## src/core/ft_can_pkg.sv

```systemverilog
// Constants and types for the fault-tolerant CAN transceiver control block
package ft_can_pkg;

   // ==========================================================
   // Timing
   // ==========================================================
   localparam int CLK_PERIOD_NS   = 10;
   localparam int TX_STUCK_US     = 750;
   localparam int TX_RECOVER_US   = 32;
   localparam int WAKE_FILTER_US  = 16;
   localparam int FAULT_FILTER_US = 10;
   localparam int TX_STUCK_CYC    = (TX_STUCK_US * 1000 + CLK_PERIOD_NS - 1) / CLK_PERIOD_NS;
   localparam int TX_RECOVER_CYC  = (TX_RECOVER_US * 1000 + CLK_PERIOD_NS - 1) / CLK_PERIOD_NS;
   localparam int WAKE_FILTER_CYC = (WAKE_FILTER_US * 1000 + CLK_PERIOD_NS - 1) / CLK_PERIOD_NS;
   localparam int FAULT_FILT_CYC  = (FAULT_FILTER_US * 1000 + CLK_PERIOD_NS - 1) / CLK_PERIOD_NS;

   // ==========================================================
   // Register map
   // ==========================================================
   localparam logic [3:0] CTRL_OFS   = 4'h0;
   localparam logic [3:0] STATUS_OFS = 4'h4;
   localparam logic [3:0] FAULT_OFS  = 4'h8;

   localparam int CTRL_MODE_LSB  = 0;
   localparam int ST_MODE_LSB    = 0;
   localparam int ST_STUCK_BIT   = 2;
   localparam int ST_RXSEL_LSB   = 3;
   localparam int ST_WAKE_BIT    = 5;

   // ==========================================================
   // Bus failures: bit index is failure code minus one
   // ==========================================================
   localparam int         FAULT_NUM      = 9;
   localparam logic [8:0] HIGH_FAIL_MASK = 9'h084;
   localparam logic [8:0] LOW_FAIL_MASK  = 9'h068;

   // ==========================================================
   // Types
   // ==========================================================
   typedef enum logic [1:0] {
      MODE_TXRX     = 2'h0,
      MODE_RXONLY   = 2'h1,
      MODE_BATTERY_TERMINATED_MODE = 2'h3
   } can_mode_t;

   typedef enum logic [1:0] {
      CHIP_NORMAL  = 2'h0,
      CHIP_STANDBY = 2'h1,
      CHIP_STOP    = 2'h3,
      CHIP_SLEEP   = 2'h2
   } chip_state_t;

   typedef enum logic [1:0] {
      RX_DIFF    = 2'h0,
      RX_LOW_SE  = 2'h1,
      RX_HIGH_SE = 2'h3
   } rx_sel_t;

   localparam can_mode_t MODE_RST = MODE_BATTERY_TERMINATED_MODE;

endpackage : ft_can_pkg

```

## src/core/ft_can_transceiver_control.sv

```systemverilog
// Control logic of the fault-tolerant CAN transceiver: modes, faults, wake-up, receive select
`timescale 1ns/1ps
module ft_can_transceiver_control
   import ft_can_pkg::*;
#(
   parameter int TX_STUCK_CYCLES = TX_STUCK_CYC,
   parameter bit RX_WAKE_REPORT  = 1'b1
) (
   input  wire logic                 clk,
   input  wire logic                 rst_n,
   // Register port
   input  wire logic [3:0]           reg_addr,
   input  wire logic [31:0]          reg_wdata,
   input  wire logic                 reg_wr,
   input  wire logic                 reg_rd,
   output logic      [31:0]          reg_rdata,
   // Chip power state from the mode controller
   input  wire logic [1:0]           chip_state,
   // Protocol controller side
   input  wire logic                 tx_in,
   output logic                      rx_out,
   // Analog comparators and failure detectors
   input  wire logic                 diff_cmp,
   input  wire logic                 high_se_cmp,
   input  wire logic                 low_se_cmp,
   input  wire logic                 wake_cmp,
   input  wire logic [FAULT_NUM-1:0] fault_raw,
   // Driver and termination switches
   output logic                      high_drv_en,
   output logic                      low_drv_en,
   output logic                      high_term_en,
   output logic                      low_term_en,
   output logic                      bat_term_en,
   // Wake-up events to the chip mode controller
   output logic                      wake_normal_req,
   output logic                      wake_irq
);

   // One counter serves both limits, so it must be wide enough for the larger
   localparam int STUCK_MAX = (TX_STUCK_CYCLES > TX_RECOVER_CYC) ?
                              TX_STUCK_CYCLES : TX_RECOVER_CYC;
   localparam int STUCK_W = $clog2(STUCK_MAX + 1);
   localparam int FILT_W  = $clog2(FAULT_FILT_CYC + 1);
   localparam int WAKE_W  = $clog2(WAKE_FILTER_CYC + 1);
   localparam logic [STUCK_W-1:0] STUCK_LIM = STUCK_W'(TX_STUCK_CYCLES);
   localparam logic [STUCK_W-1:0] RECOV_LIM = STUCK_W'(TX_RECOVER_CYC);
   localparam logic [FILT_W-1:0]  FILT_LIM  = FILT_W'(FAULT_FILT_CYC);
   localparam logic [WAKE_W-1:0]  WAKE_LIM  = WAKE_W'(WAKE_FILTER_CYC);

   // ==========================================================
   // Input synchronisation
   // ==========================================================
   logic [FAULT_NUM+4:0] async_in;
   logic [FAULT_NUM+4:0] sync_q;
   logic                 tx_s;
   logic                 diff_s;
   logic                 high_se_s;
   logic                 low_se_s;
   logic                 wake_s;
   logic [FAULT_NUM-1:0] fault_s;

   assign async_in = {fault_raw, wake_cmp, low_se_cmp, high_se_cmp, diff_cmp, tx_in};

   sync2 #(
      .WIDTH (FAULT_NUM + 5)
   ) u_sync (
      .clk   (clk),
      .rst_n (rst_n),
      .d     (async_in),
      .q     (sync_q)
   );

   assign tx_s      = sync_q[0];
   assign diff_s    = sync_q[1];
   assign high_se_s = sync_q[2];
   assign low_se_s  = sync_q[3];
   assign wake_s    = sync_q[4];
   assign fault_s   = sync_q[FAULT_NUM+4:5];

   // ==========================================================
   // Mode selection
   // ==========================================================
   can_mode_t   mode_r;
   can_mode_t   mode_eff;
   chip_state_t chip_st;
   logic        low_power;
   logic        fault_active;

   assign chip_st   = chip_state_t'(chip_state);
   assign low_power = (chip_st == CHIP_SLEEP) || (chip_st == CHIP_STOP);

   // Unused mode code is ignored so only the three modes are reachable
   always_ff @(posedge clk or negedge rst_n) begin
      if (!rst_n) begin
         mode_r <= MODE_RST;
      end else if (reg_wr && reg_addr == CTRL_OFS) begin
         case (reg_wdata[CTRL_MODE_LSB +: 2])
            MODE_TXRX:     mode_r <= MODE_TXRX;
            MODE_RXONLY:   mode_r <= MODE_RXONLY;
            MODE_BATTERY_TERMINATED_MODE: mode_r <= MODE_BATTERY_TERMINATED_MODE;
            default:       mode_r <= mode_r;
         endcase
      end
   end

   assign mode_eff     = low_power ? MODE_BATTERY_TERMINATED_MODE : mode_r;
   assign fault_active = (mode_eff != MODE_BATTERY_TERMINATED_MODE);

   // ==========================================================
   // Bus failure filtering
   // ==========================================================
   logic [FAULT_NUM-1:0] fault_r;

   // Each detector must hold a new level for the filter time before it counts
   genvar gi;
   generate
      for (gi = 0; gi < FAULT_NUM; gi++) begin : g_fault
         logic [FILT_W-1:0] cnt_r;
         always_ff @(posedge clk or negedge rst_n) begin
            if (!rst_n) begin
               cnt_r      <= '0;
               fault_r[gi] <= 1'b0;
            end else if (!fault_active) begin
               cnt_r      <= '0;
               fault_r[gi] <= 1'b0;
            end else if (fault_s[gi] == fault_r[gi]) begin
               cnt_r <= '0;
            end else if (cnt_r >= FILT_LIM - FILT_W'(1)) begin
               cnt_r      <= '0;
               fault_r[gi] <= fault_s[gi];
            end else begin
               cnt_r <= cnt_r + FILT_W'(1);
            end
         end
      end
   endgenerate

   logic high_fail;
   logic low_fail;

   // Open wire, high-to-ground and low-to-supply codes are report only
   assign high_fail = |(fault_r & HIGH_FAIL_MASK);
   assign low_fail  = |(fault_r & LOW_FAIL_MASK);

   // ==========================================================
   // Transmit permanent dominant watch
   // ==========================================================
   logic               tx_stuck_r;
   logic [STUCK_W-1:0] stuck_cnt_r;

   always_ff @(posedge clk or negedge rst_n) begin
      if (!rst_n) begin
         stuck_cnt_r <= '0;
         tx_stuck_r  <= 1'b0;
      end else if (!tx_stuck_r) begin
         if (tx_s) begin
            stuck_cnt_r <= '0;
         end else if (stuck_cnt_r >= STUCK_LIM) begin
            stuck_cnt_r <= '0;
            tx_stuck_r  <= 1'b1;
         end else begin
            stuck_cnt_r <= stuck_cnt_r + STUCK_W'(1);
         end
      end else begin
         if (!tx_s) begin
            stuck_cnt_r <= '0;
         end else if (stuck_cnt_r >= RECOV_LIM) begin
            stuck_cnt_r <= '0;
            tx_stuck_r  <= 1'b0;
         end else begin
            stuck_cnt_r <= stuck_cnt_r + STUCK_W'(1);
         end
      end
   end

   // ==========================================================
   // Drivers and terminations
   // ==========================================================
   logic dominant;
   logic drive_ok;

   assign dominant = !tx_s;
   assign drive_ok = (mode_eff == MODE_TXRX) && !tx_stuck_r;

   always_ff @(posedge clk or negedge rst_n) begin
      if (!rst_n) begin
         high_drv_en <= 1'b0;
         low_drv_en  <= 1'b0;
      end else begin
         high_drv_en <= dominant && drive_ok && !high_fail;
         low_drv_en  <= dominant && drive_ok && !low_fail;
      end
   end

   // Battery termination replaces the normal pair in the battery-terminated mode, whether selected by register or forced by a low-power chip state
   always_ff @(posedge clk or negedge rst_n) begin
      if (!rst_n) begin
         high_term_en <= 1'b0;
         low_term_en  <= 1'b0;
         bat_term_en  <= 1'b1;
      end else begin
         high_term_en <= fault_active && !high_fail;
         low_term_en  <= fault_active && !low_fail;
         bat_term_en  <= !fault_active;
      end
   end

   // ==========================================================
   // Wake-up filter and events
   // ==========================================================
   logic              wake_dom_r;
   logic              wake_dom_d_r;
   logic [WAKE_W-1:0] wake_cnt_r;

   always_ff @(posedge clk or negedge rst_n) begin
      if (!rst_n) begin
         wake_cnt_r <= '0;
         wake_dom_r <= 1'b0;
      end else if (fault_active || !wake_s) begin
         wake_cnt_r <= '0;
         wake_dom_r <= 1'b0;
      end else if (wake_cnt_r >= WAKE_LIM - WAKE_W'(1)) begin
         wake_dom_r <= 1'b1;
      end else begin
         wake_cnt_r <= wake_cnt_r + WAKE_W'(1);
      end
   end

   always_ff @(posedge clk or negedge rst_n) begin
      if (!rst_n) begin
         wake_dom_d_r <= 1'b0;
      end else begin
         wake_dom_d_r <= wake_dom_r;
      end
   end

   logic wake_evt;

   assign wake_evt = wake_dom_r && !wake_dom_d_r;

   always_ff @(posedge clk or negedge rst_n) begin
      if (!rst_n) begin
         wake_normal_req <= 1'b0;
         wake_irq        <= 1'b0;
      end else begin
         wake_normal_req <= wake_evt && (chip_st == CHIP_SLEEP);
         wake_irq        <= wake_evt && (chip_st == CHIP_STOP);
      end
   end

   // Sticky record of a low-power wake; write one clears, a new event wins
   logic wake_seen_r;
   logic wake_clr;

   assign wake_clr = reg_wr && (reg_addr == STATUS_OFS) && reg_wdata[ST_WAKE_BIT];

   always_ff @(posedge clk or negedge rst_n) begin
      if (!rst_n) begin
         wake_seen_r <= 1'b0;
      end else if (wake_evt && low_power) begin
         wake_seen_r <= 1'b1;
      end else if (wake_clr) begin
         wake_seen_r <= 1'b0;
      end
   end

   // ==========================================================
   // Receive path
   // ==========================================================
   rx_sel_t rx_sel;
   logic    rx_nxt;

   always_comb begin
      if (high_fail) begin
         rx_sel = RX_LOW_SE;
      end else if (low_fail) begin
         rx_sel = RX_HIGH_SE;
      end else begin
         rx_sel = RX_DIFF;
      end
   end

   always_comb begin
      rx_nxt = 1'b1;
      if (fault_active) begin
         case (rx_sel)
            RX_DIFF:    rx_nxt = diff_s;
            RX_LOW_SE:  rx_nxt = low_se_s;
            RX_HIGH_SE: rx_nxt = high_se_s;
            default:    rx_nxt = diff_s;
         endcase
      end else if (RX_WAKE_REPORT && !low_power) begin
         rx_nxt = !wake_dom_r;
      end
   end

   always_ff @(posedge clk or negedge rst_n) begin
      if (!rst_n) begin
         rx_out <= 1'b1;
      end else begin
         rx_out <= rx_nxt;
      end
   end

   // ==========================================================
   // Register read
   // ==========================================================
   always_ff @(posedge clk or negedge rst_n) begin
      if (!rst_n) begin
         reg_rdata <= '0;
      end else if (reg_rd) begin
         reg_rdata <= '0;
         case (reg_addr)
            CTRL_OFS: begin
               reg_rdata[CTRL_MODE_LSB +: 2] <= mode_r;
            end
            STATUS_OFS: begin
               reg_rdata[ST_MODE_LSB +: 2]  <= mode_eff;
               reg_rdata[ST_STUCK_BIT]      <= tx_stuck_r;
               reg_rdata[ST_RXSEL_LSB +: 2] <= rx_sel;
               reg_rdata[ST_WAKE_BIT]       <= wake_seen_r;
            end
            FAULT_OFS: begin
               reg_rdata[FAULT_NUM-1:0] <= fault_r;
            end
            default: begin
               reg_rdata <= '0;
            end
         endcase
      end else begin
         reg_rdata <= '0;
      end
   end

endmodule : ft_can_transceiver_control

```

## src/core/sync2.sv

```systemverilog
// Two-stage synchroniser for asynchronous inputs
`timescale 1ns/1ps
module sync2 #(
   parameter int WIDTH = 1
) (
   input  wire logic             clk,
   input  wire logic             rst_n,
   input  wire logic [WIDTH-1:0] d,
   output logic      [WIDTH-1:0] q
);

   logic [WIDTH-1:0] meta_r;

   always_ff @(posedge clk or negedge rst_n) begin
      if (!rst_n) begin
         meta_r <= '0;
         q      <= '0;
      end else begin
         meta_r <= d;
         q      <= meta_r;
      end
   end

endmodule : sync2

```

## config.mk

```make
export PLATFORM = sky130hd
export DESIGN_NAME = ft_can_transceiver_control
export DESIGN_NICKNAME = d
export VERILOG_FILES = /design/src/core/ft_can_pkg.sv /design/src/core/ft_can_transceiver_control.sv /design/src/core/sync2.sv
export SDC_FILE = /design/constraint.sdc
export NUM_CORES = 1
export LEC_CHECK = 0
export BUFFER_PORTS_ARGS = -buffer_cell sky130_fd_sc_hd__buf_2
export CORE_UTILIZATION = 35
export DETAILED_ROUTE_END_ITERATION = 12
export PLACE_DENSITY_LB_ADDON = 0.12
export SETUP_SLACK_MARGIN = 0.05
export SYNTH_ARGS = -nofsm -noshare
export SYNTH_HDL_FRONTEND = slang
export SYNTH_SLANG_ARGS = --single-unit
export TNS_END_PERCENT = 10
```

## constraint.sdc

```tcl
create_clock -name clk -period 2.91 [get_ports clk]
set_input_delay 0.582 -clock clk [delete_from_list [all_inputs] [get_ports clk]]
set_output_delay 0.582 -clock clk [all_outputs]
set_load 0.01 [all_outputs]
```

==> reports/metrics.cfg, run 1 <==
[grt]
grt_pass1_wl_mm=24.5
grt_usage_pct=14.1
grt_max_degree=70
grt_pass1_vias=4920
antenna_found_initial=0
grt-ovfl-total=0

[clock_tree]
clkSinkCount=178
post-cts-setup-buffers=0
clockBufferDepth=2
insertion_delay_ns=0.43
cts_tree=done
clk_pin_slew_ns=0.06
cts_max_level=4
cts-resized-gates=0
ctsRootBufferMaster=clkbuf_16
cts_inserted_buffers=17
ctsHoldBuffers=0

[worst_setup_path]
slowest_delay_ns=0.44
cp_cell_sequence=inv_1 -> ha_1 -> nor4b_2 -> nand4_1 -> o311a_1 -> a22oi_4 -> nor2_1
cp_slowest_cell=a22oi_4
cp.required_ns=3.20
critical_path_class=reg -> reg
r2r_start=stuck_cnt_r[0]
end_kind=flip-flop
reg2reg_slack_ns=0.80
r2r_end=stuck_cnt_r[2]
crit_fanout=17
reg2reg_depth=7
crit_arrival_ns=2.39
startpoint_type=flip-flop

[power]
swShare_pct=21.8
p_comb_share_pct=5.2
p_int_mw=4.22
p_seq_share_pct=48.0
power.static_leakage_nw=4.16
clkPwrFrac_pct=46.8
p_sw_mw=1.17
power_density_nw_per_um2=611
irDropWorstVdd_mv=0.298

[synthesis]
synth_edf_count=0
synth-async-reset-ratio_pct=100
seq_area_frac_synth_pct=58.2
yosys_warnings=0
syn_area_um2=7660
ys_types=50
synth-simple-area-share_pct=19.2
synth_cells=709
yosys_register_bits=178
netlist.area_leader.share_pct=56.8
synth_adder_area_share_pct=1.96
synth.largest_area_cell=dfrtp_1
synth-compound-area-share_pct=4.92
avgSynthCellArea_um2=10.8
synthMostInstantiatedCell=dfrtp_1
synth_top_family_by_area=simple AND/OR/NAND/NOR gates
ys_top_cells_by_count=dfrtp_1, nor2_1, nand3_1
synth_mux_area_share_pct=1.44
synth_xor_area_share_pct=10.5
netlist_top_cells_area=dfrtp_1, nor2_1, xor2_1
ys.flop_type=dfrtp_1

[placement]
gp_congestion=0.794
post-dp-hpwl_mm=10.3
pre_cts_ws_ns=0.790
port_buffers=43

[sta]
fmax_mhz=474
hold_viol=0
maxSlewHeadroom_pct=55.5
finalCriticalPeriod_ns=2.11
setup_viol=0
finClkSkew_ns=0.0104
hold_slack_ns=0.173
worst_pin_slew_ns=0.668
fin_crit_sh_pct=72.4
rsz0062_at_grt=no
setup_tns_ns=0
drv_slew=0
fin_ws_ns=0.802

[run_status]
status=finished clean

[detailed_routing]
vias=4989
viasPerCell=4.72
drt_wl_total_mm=14.7
ant_nets=0
firstDrtPassIters=4
drt_first_iter_violations=184
drc=0
wl_per_cell_um=14.0

[floorplan]
start_util_pct=36.1
fp.dieArea_um2=22500
ios=96
num_rows=53
die_w_um=150
core_um2=21200
die_h_um=150

[finish]
n_fill_cell=2061
layout-drive-gt1-share_pct=11.1
multi_input_comb_area_um2=3000
area_growth_pct=15.2
seq_area_um2=4460
diodes=0
nNetsFinal=837

[min_path]
hp-class=in -> async

[flow_run]
max-cap-violations=0

[final cells by class]
cell class              count  share of cell area, %
clock inverters             8                   1.97
inverters                  16                  0.681
flip-flops and latches    178                   50.5
repair buffers             51                   3.47
well taps                 275                   3.90
multi-input cells         505                   34.0
clock buffers              23                   5.42
[per-stage QoR]
step                      power (mW)  util [%]  instance area, µm²  cells
after detailed placement        2.92      38.5                8170   1025
after CTS                       5.49      41.6                8820   1056
final                           5.39      41.6                8820   1056
after global routing            5.62      41.6                8820   1056
after floorplan                 2.79         -                7740    731
after global placement          2.91      38.5                8170   1025
[worst max path at each step]
stage               slack [ns]               to  cells after the start      startpoint
floorplan                 1.11   stuck_cnt_r[8]                      8  stuck_cnt_r[0]
detailed placement        0.79   stuck_cnt_r[6]                      7  stuck_cnt_r[0]
CTS                       0.77   stuck_cnt_r[2]                      7  stuck_cnt_r[0]
global route              0.64   stuck_cnt_r[2]                      7  stuck_cnt_r[0]
global placement          0.90  stuck_cnt_r[14]                      7  stuck_cnt_r[0]
finish                    0.80   stuck_cnt_r[2]                      7  stuck_cnt_r[0]
[critical path: cells and delay by family (launching register included)]
kind                       cells  cell delay (ns)
AOI/OAI and AO/OA              2             0.79
adders and majority gates      1             0.16
buffers and inverters          1             0.10
DFF                            1             0.42
and+or+nand+nor                3             0.50
[cell usage in the layout, fill, tap and decap left out, drive strengths merged, types with 4 or more instances in the layout]
cell      n
mux2i    11
o21ai     6
dfstp     4
nor2b     5
clkbuf   23
buf      51
a21oi    15
bufinv    5
nand3    69
ha       12
a211o     7
nand4     9
conb     23
xor2     59
inv      17
xnor2    33
nor2    151
and4      8
nor3     11
nand2    24
and3     23
dfrtp   174
and2      4
[logic make-up (layout without fill, tap and decap cells)]
kind of cell,after synthesis,in the layout
buf+inv,48,98
fa+ha+maj,12,12
other cells,1,23
flops,178,178
mux,11,11
simple gates,315,315
compound gates,52,52
xor+xnor,92,92
[power groups by stage]
stage	Sequential, mW	Combinational (mW)	Clock (mW)
4_1_cts	2.59	0.289	2.61
5_1_grt	2.60	0.323	2.70
2_1_floorplan	2.63	0.156	0
3_5_place_dp	2.64	0.287	0
6_report	2.59	0.278	2.53
3_3_place_gp	2.63	0.281	0
[registers in the layout, indices dropped and copies added (netlist names), 2 cells and up]
name           count
wake_cnt_r        11
stuck_cnt_r       17
fault_r            9
mode_r             2
u_sync.meta_r     14
reg_rdata          9
u_sync.q          14
g_fault.cnt_r     90
[layer usage]
metal  GRT usage [%]  up-vias  routed length, µm
met1            18.8     2445               7080
met4            4.80        0                177
met3            3.29       11                459
met2            22.5       62               7030
li1                -     2471                  -
met5               0        -                  0
No activity file was read; power rests on OpenSTA's default activity.
==> inputs of run 2 (changes only) <==
clock period = 2.2 ns   (was 2.91 ns; I/O delays follow)
==> run 2 against run 1 <==
  * Global-route usage is 0.18 points higher
  * Clock-buffer cell count is 5 lower
  * Critical path depth is 1 lower
  * Core utilization is 0.22 points lower
  * Worst hold slack worse by 0.069 ns
  * Clock skew is 0.0010 ns higher
  * Non-clock buffer count is 4 higher
  * Critical endpoint is now wake_cnt_r[3]
  * Largest cell class unchanged
  * Maximum frequency is 11% higher
  * Combinational power is 36% higher
==> reports/metrics.cfg, run 2 (synthesized netlist as in run 1, its figures left out) <==
[clock_tree]
cts_inserted_buffers=17
clk_pin_slew_ns=0.08
cts-resized-gates=0
cts_tree=done
cts_max_level=4
clockBufferDepth=2
clkSinkCount=178
ctsRootBufferMaster=clkbuf_16
insertion_delay_ns=0.44

[grt]
grt_usage_pct=14.3
grt_max_degree=50
antenna_found_initial=0
grt_pass1_vias=5114
grt-ovfl-total=0
grt_pass1_wl_mm=25.0

[placement]
dp_cells=1027
post-dp-hpwl_mm=10.4
pre_cts_ws_ns=0.148
gp_congestion=0.759
port_buffers=43

[detailed_routing]
drc=0
vias=5012
drt_wl_total_mm=14.8
ant_nets=0
viasPerCell=4.72
firstDrtPassIters=4
drt_first_iter_violations=200
wl_per_cell_um=14.0

[worst_setup_path]
critical_path_class=reg -> reg
end_kind=flip-flop
startpoint_type=flip-flop
crit_arrival_ns=2.26
cp.required_ns=2.56
crit_fanout=6

[power]
irDropWorstVdd_mv=0.428
power_density_nw_per_um2=761
power.static_leakage_nw=4.14
power.total_mw=6.68

[sta]
hold_slack_ns=0.104
setup_tns_ns=0
fin_ws_ns=0.301
worst_pin_slew_ns=0.561
finClkSkew_ns=0.0114
fin_crit_sh_pct=86.3
hold_viol=0
rsz0062_at_grt=no
setup_viol=0
fmax_mhz=527
finalCriticalPeriod_ns=1.90
drv_slew=0
maxSlewHeadroom_pct=62.3

[finish]
nNetsFinal=841
n_fill_cell=2053
regMostFlops=g_fault.cnt_r
final_common_cell=dfrtp_1
final_cell_mix=dfrtp_1, nor2_1, nand3_1
top_regs=g_fault.cnt_r: 90 flops, stuck_cnt_r: 17 flops
area_growth_pct=14.6
largest_reg_flops=90
diodes=0
instances_no_fill=1061
layout-drive-gt1-share_pct=12.0

[floorplan]
start_util_pct=36.1
die_h_um=150
ios=96
core_um2=21200
die_w_um=150
fp.dieArea_um2=22500
num_rows=53

[min_path]
hp-class=in -> reg

[run_status]
status=finished clean

[flow_run]
max-cap-violations=0

run 2: power by group:
group / leakage [nW] / internal, mW / switching, mW
clock network: 0.272 / 1.51 / 1.37
logic: 1.47 / 0.115 / 0.263
registers: 2.40 / 3.36 / 0.0620
run 2: worst paths after layout:
| kind | end | slack, ns | depth (start not counted) | startpoint |
|---|---|---|---|---|
| min | u_sync.meta_r[12] | 0.10 | 1 | fault_raw[7] |
| min reg2reg | u_sync.q[10] | 0.35 | 0 | u_sync.meta_r[10] |
| max reg2reg | wake_cnt_r[3] | 0.30 | 6 | wake_cnt_r[0] |
| min in group asynchronous | g_fault[1].cnt_r[6] | 0.53 | 2 | rst_n |
| max | wake_cnt_r[3] | 0.30 | 6 | wake_cnt_r[0] |
| max in group asynchronous | wake_cnt_r[7] | 1.04 | 3 | rst_n |
run 2: through the flow:
step	cell area (µm²)	util (%)
3_5_place_dp	8190	38.6
4_1_cts	8760	41.3
5_1_grt	8780	41.4
2_1_floorplan	7740	-
6_report	8780	41.4
3_3_place_gp	8190	38.6
run 2: critical path: stages, from the launching register on:
cell and delay, ns:
dfrtp_1 0.43, ha_1 0.30, a21o_1 0.19, a31oi_1 0.21, nor2_1 0.17, or3_1 0.38, a21oi_1 0.14
run 2: layout make-up:
type | instances | area, µm² | share of cell area [%]
clock buffer | 18 | 439 | 5.00
clock inverter | 14 | 121 | 1.38
inverter | 16 | 60.1 | 0.684
multi-input combinational | 505 | 3000 | 34.2
sequential | 178 | 4460 | 50.8
tap | 275 | 344 | 3.92
timing repair buffer | 55 | 352 | 4.01
run 2: layer usage:
layer  routed length (µm)  global-route usage (%)  part of all wire [%]  up-vias
met5                    0                       0                     0        -
met4                  158                    4.09                   1.1        0
met3                  460                    3.60                   3.1       12
met2                 7140                    23.5                    48       62
met1                 7050                    18.6                    48     2457
li1                     -                       -                     -     2481
run 2: repair_timing:
item,in CTS,in global routing
setup endpoints to repair,0,17
hold endpoints to repair,41,0
hold buffers,1,0
buffers inserted,0,1
==> inputs of run 3 (changes only) <==
CORE_MARGIN = 2   (was default)
==> run 3 against run 2 <==
  * Maximum frequency is 0.59% higher
  * Core utilization is 0.78 points lower
  * Register-to-register slack hardly changed
  * Global-route usage is 0.90 points lower
  * Clock-buffer cell count stayed put
  * Clock skew is 0.0013 ns lower
  * Non-clock buffer count is 1 lower
  * Critical path type unchanged
  * Die area is 2.7% higher
  * Sequential power hardly changed
  * Largest cell class unchanged
  * Largest power group unchanged
  * Design area is 0.29% higher
  * Cell count is 0.38% higher
==> reports/metrics.cfg, run 3 (synthesized netlist as in run 1, its figures left out) <==
[run_status]
status=finished clean

[worst_setup_path]
slowest_delay_ns=0.43
cp_cell_sequence=inv_1 -> ha_1 -> nor4b_2 -> nand4_1 -> o311a_1 -> a22oi_4 -> buf_12 -> nor2_1
critical_path_class=reg -> reg
reg2reg_depth=8
crit_arrival_ns=2.20
crit_path_start=stuck_cnt_r[0]
path_delay_family=compound AO/OA/AOI/OAI gates
r2r_start=stuck_cnt_r[0]
crit_fanout=17
end_kind=flip-flop
critPathBufInv=2
startpoint_type=flip-flop
cp.required_ns=2.52
reg2reg_slack_ns=0.31
r2r_end=stuck_cnt_r[11]
cp_slowest_cell=dfrtp_1

[grt]
grt_pass1_wl_mm=25.3
antenna_found_initial=0
grt_max_degree=51
grt-ovfl-total=0
grt_usage_pct=13.4
grt_pass1_vias=5171

[sta]
maxSlewHeadroom_pct=62.8
finClkSkew_ns=0.0101
hold_viol=0
finalCriticalPeriod_ns=1.89
setup_viol=0
worst_pin_slew_ns=0.554
setup_tns_ns=0
drv_slew=0
fmax_mhz=530
rsz0062_at_grt=no
fin_crit_sh_pct=85.8

[clock_tree]
insertion_delay_ns=0.43
ctsRootBufferMaster=clkbuf_16
clockBufferDepth=2
clkSinkCount=178
cts_max_level=4
cts_inserted_buffers=17
cts_tree=done
clk_pin_slew_ns=0.07
cts-resized-gates=0

[floorplan]
num_rows=54
start_util_pct=35.3
fp.dieArea_um2=23100
ios=96
core_um2=21700
die_w_um=152
die_h_um=152

[detailed_routing]
wl_per_cell_um=13.7
viasPerCell=4.69
ant_nets=0
vias=4993
drt_wl_total_mm=14.6
drt_first_iter_violations=190
firstDrtPassIters=4
drc=0

[finish]
final_common_cell=dfrtp_1
area_growth_pct=14.9
largest_reg_flops=90
top_regs=g_fault.cnt_r: 90 flops, stuck_cnt_r: 17 flops
final_cell_mix=dfrtp_1, nor2_1, nand3_1
instances_no_fill=1065
nNetsFinal=840
n_fill_cell=2046
layout-drive-gt1-share_pct=11.7
regMostFlops=g_fault.cnt_r
diodes=0
seq_area_um2=4460
multi_input_comb_area_um2=3000

[min_path]
min_path_cells=1
hp-class=in -> reg
hold_path_end=u_sync.meta_r[12]
min_from=fault_raw[7]

[flow_run]
max-cap-violations=0

[power]
p_comb_share_pct=5.5
irDropWorstVdd_mv=0.421
p_sw_mw=1.70
swShare_pct=25.1
p_seq_share_pct=50.5
power.static_leakage_nw=4.14
clkPwrFrac_pct=44.0
power_density_nw_per_um2=770
p_int_mw=5.08

[placement]
dp_cells=1031
post-dp-hpwl_mm=10.2
port_buffers=43
gp_congestion=0.772

==> run 3: layout make-up <==
type / count / share of cell area [%]
Sequential cell: 178 / 50.7
Multi-Input combinational cell: 505 / 34.1
Clock buffer: 18 / 4.87
Timing Repair Buffer: 54 / 4.05
Tap cell: 280 / 3.98
Clock inverter: 14 / 1.65
Inverter: 16 / 0.682
==> run 3: stage by stage <==
step | hold slack (ns) | util (%) | setup slack (ns) | total power [mW] | area (µm²)
final | 0.110 | 40.6 | 0.312 | 6.78 | 8800
after global routing | 0.0920 | 40.6 | 0.182 | 7.11 | 8800
after global placement | 0.336 | 37.8 | 0.201 | 3.86 | 8200
after detailed placement | 0.337 | 37.8 | 0.154 | 3.87 | 8200
after CTS | 0.0931 | 40.5 | 0.128 | 6.89 | 8780
after floorplan | 0.144 | - | 0.400 | 3.68 | 7740
==> run 3: worst max-delay path by stage <==
stage | end | slack (ns) | cells past startpoint
floorplan | stuck_cnt_r[8] | 0.40 | 8
global placement | stuck_cnt_r[3] | 0.20 | 7
finish | stuck_cnt_r[11] | 0.31 | 8
CTS | stuck_cnt_r[5] | 0.13 | 7
global route | stuck_cnt_r[3] | 0.18 | 8
detailed placement | stuck_cnt_r[5] | 0.15 | 7
==> run 3: power by group through the flow <==
| stage | Sequential (mW) | Clock, mW | Combinational (mW) |
|---|---|---|---|
| floorplan | 3.48 | 0 | 0.206 |
| global placement | 3.48 | 0 | 0.376 |
| detailed placement | 3.49 | 0 | 0.382 |
| CTS | 3.42 | 3.08 | 0.386 |
| global route | 3.43 | 3.24 | 0.435 |
| finish | 3.42 | 2.98 | 0.374 |
==> run 3: worst register-to-register path, stage by stage (launching register included) <==
cell	delay, ns
dfrtp_1	0.43
inv_1	0.10
ha_1	0.14
nor4b_2	0.18
nand4_1	0.15
o311a_1	0.35
a22oi_4	0.20
buf_12	0.16
nor2_1	0.06
==> run 3: per-layer routing <==
metal	part of all wire, %	vias up	GRT usage, %
met5	0	-	0
met4	1.5	0	4.23
met3	3.0	13	3.25
li1	-	2480	-
met2	47	73	21.3
met1	49	2427	18.2
==> run 3: repair_timing <==
item | 4_1_cts | 5_1_grt
hold endpoints to repair | 43 | 0
hold buffers | 1 | 0
endpoints found under the setup margin | 0 | 17
buffers inserted | 0 | 1
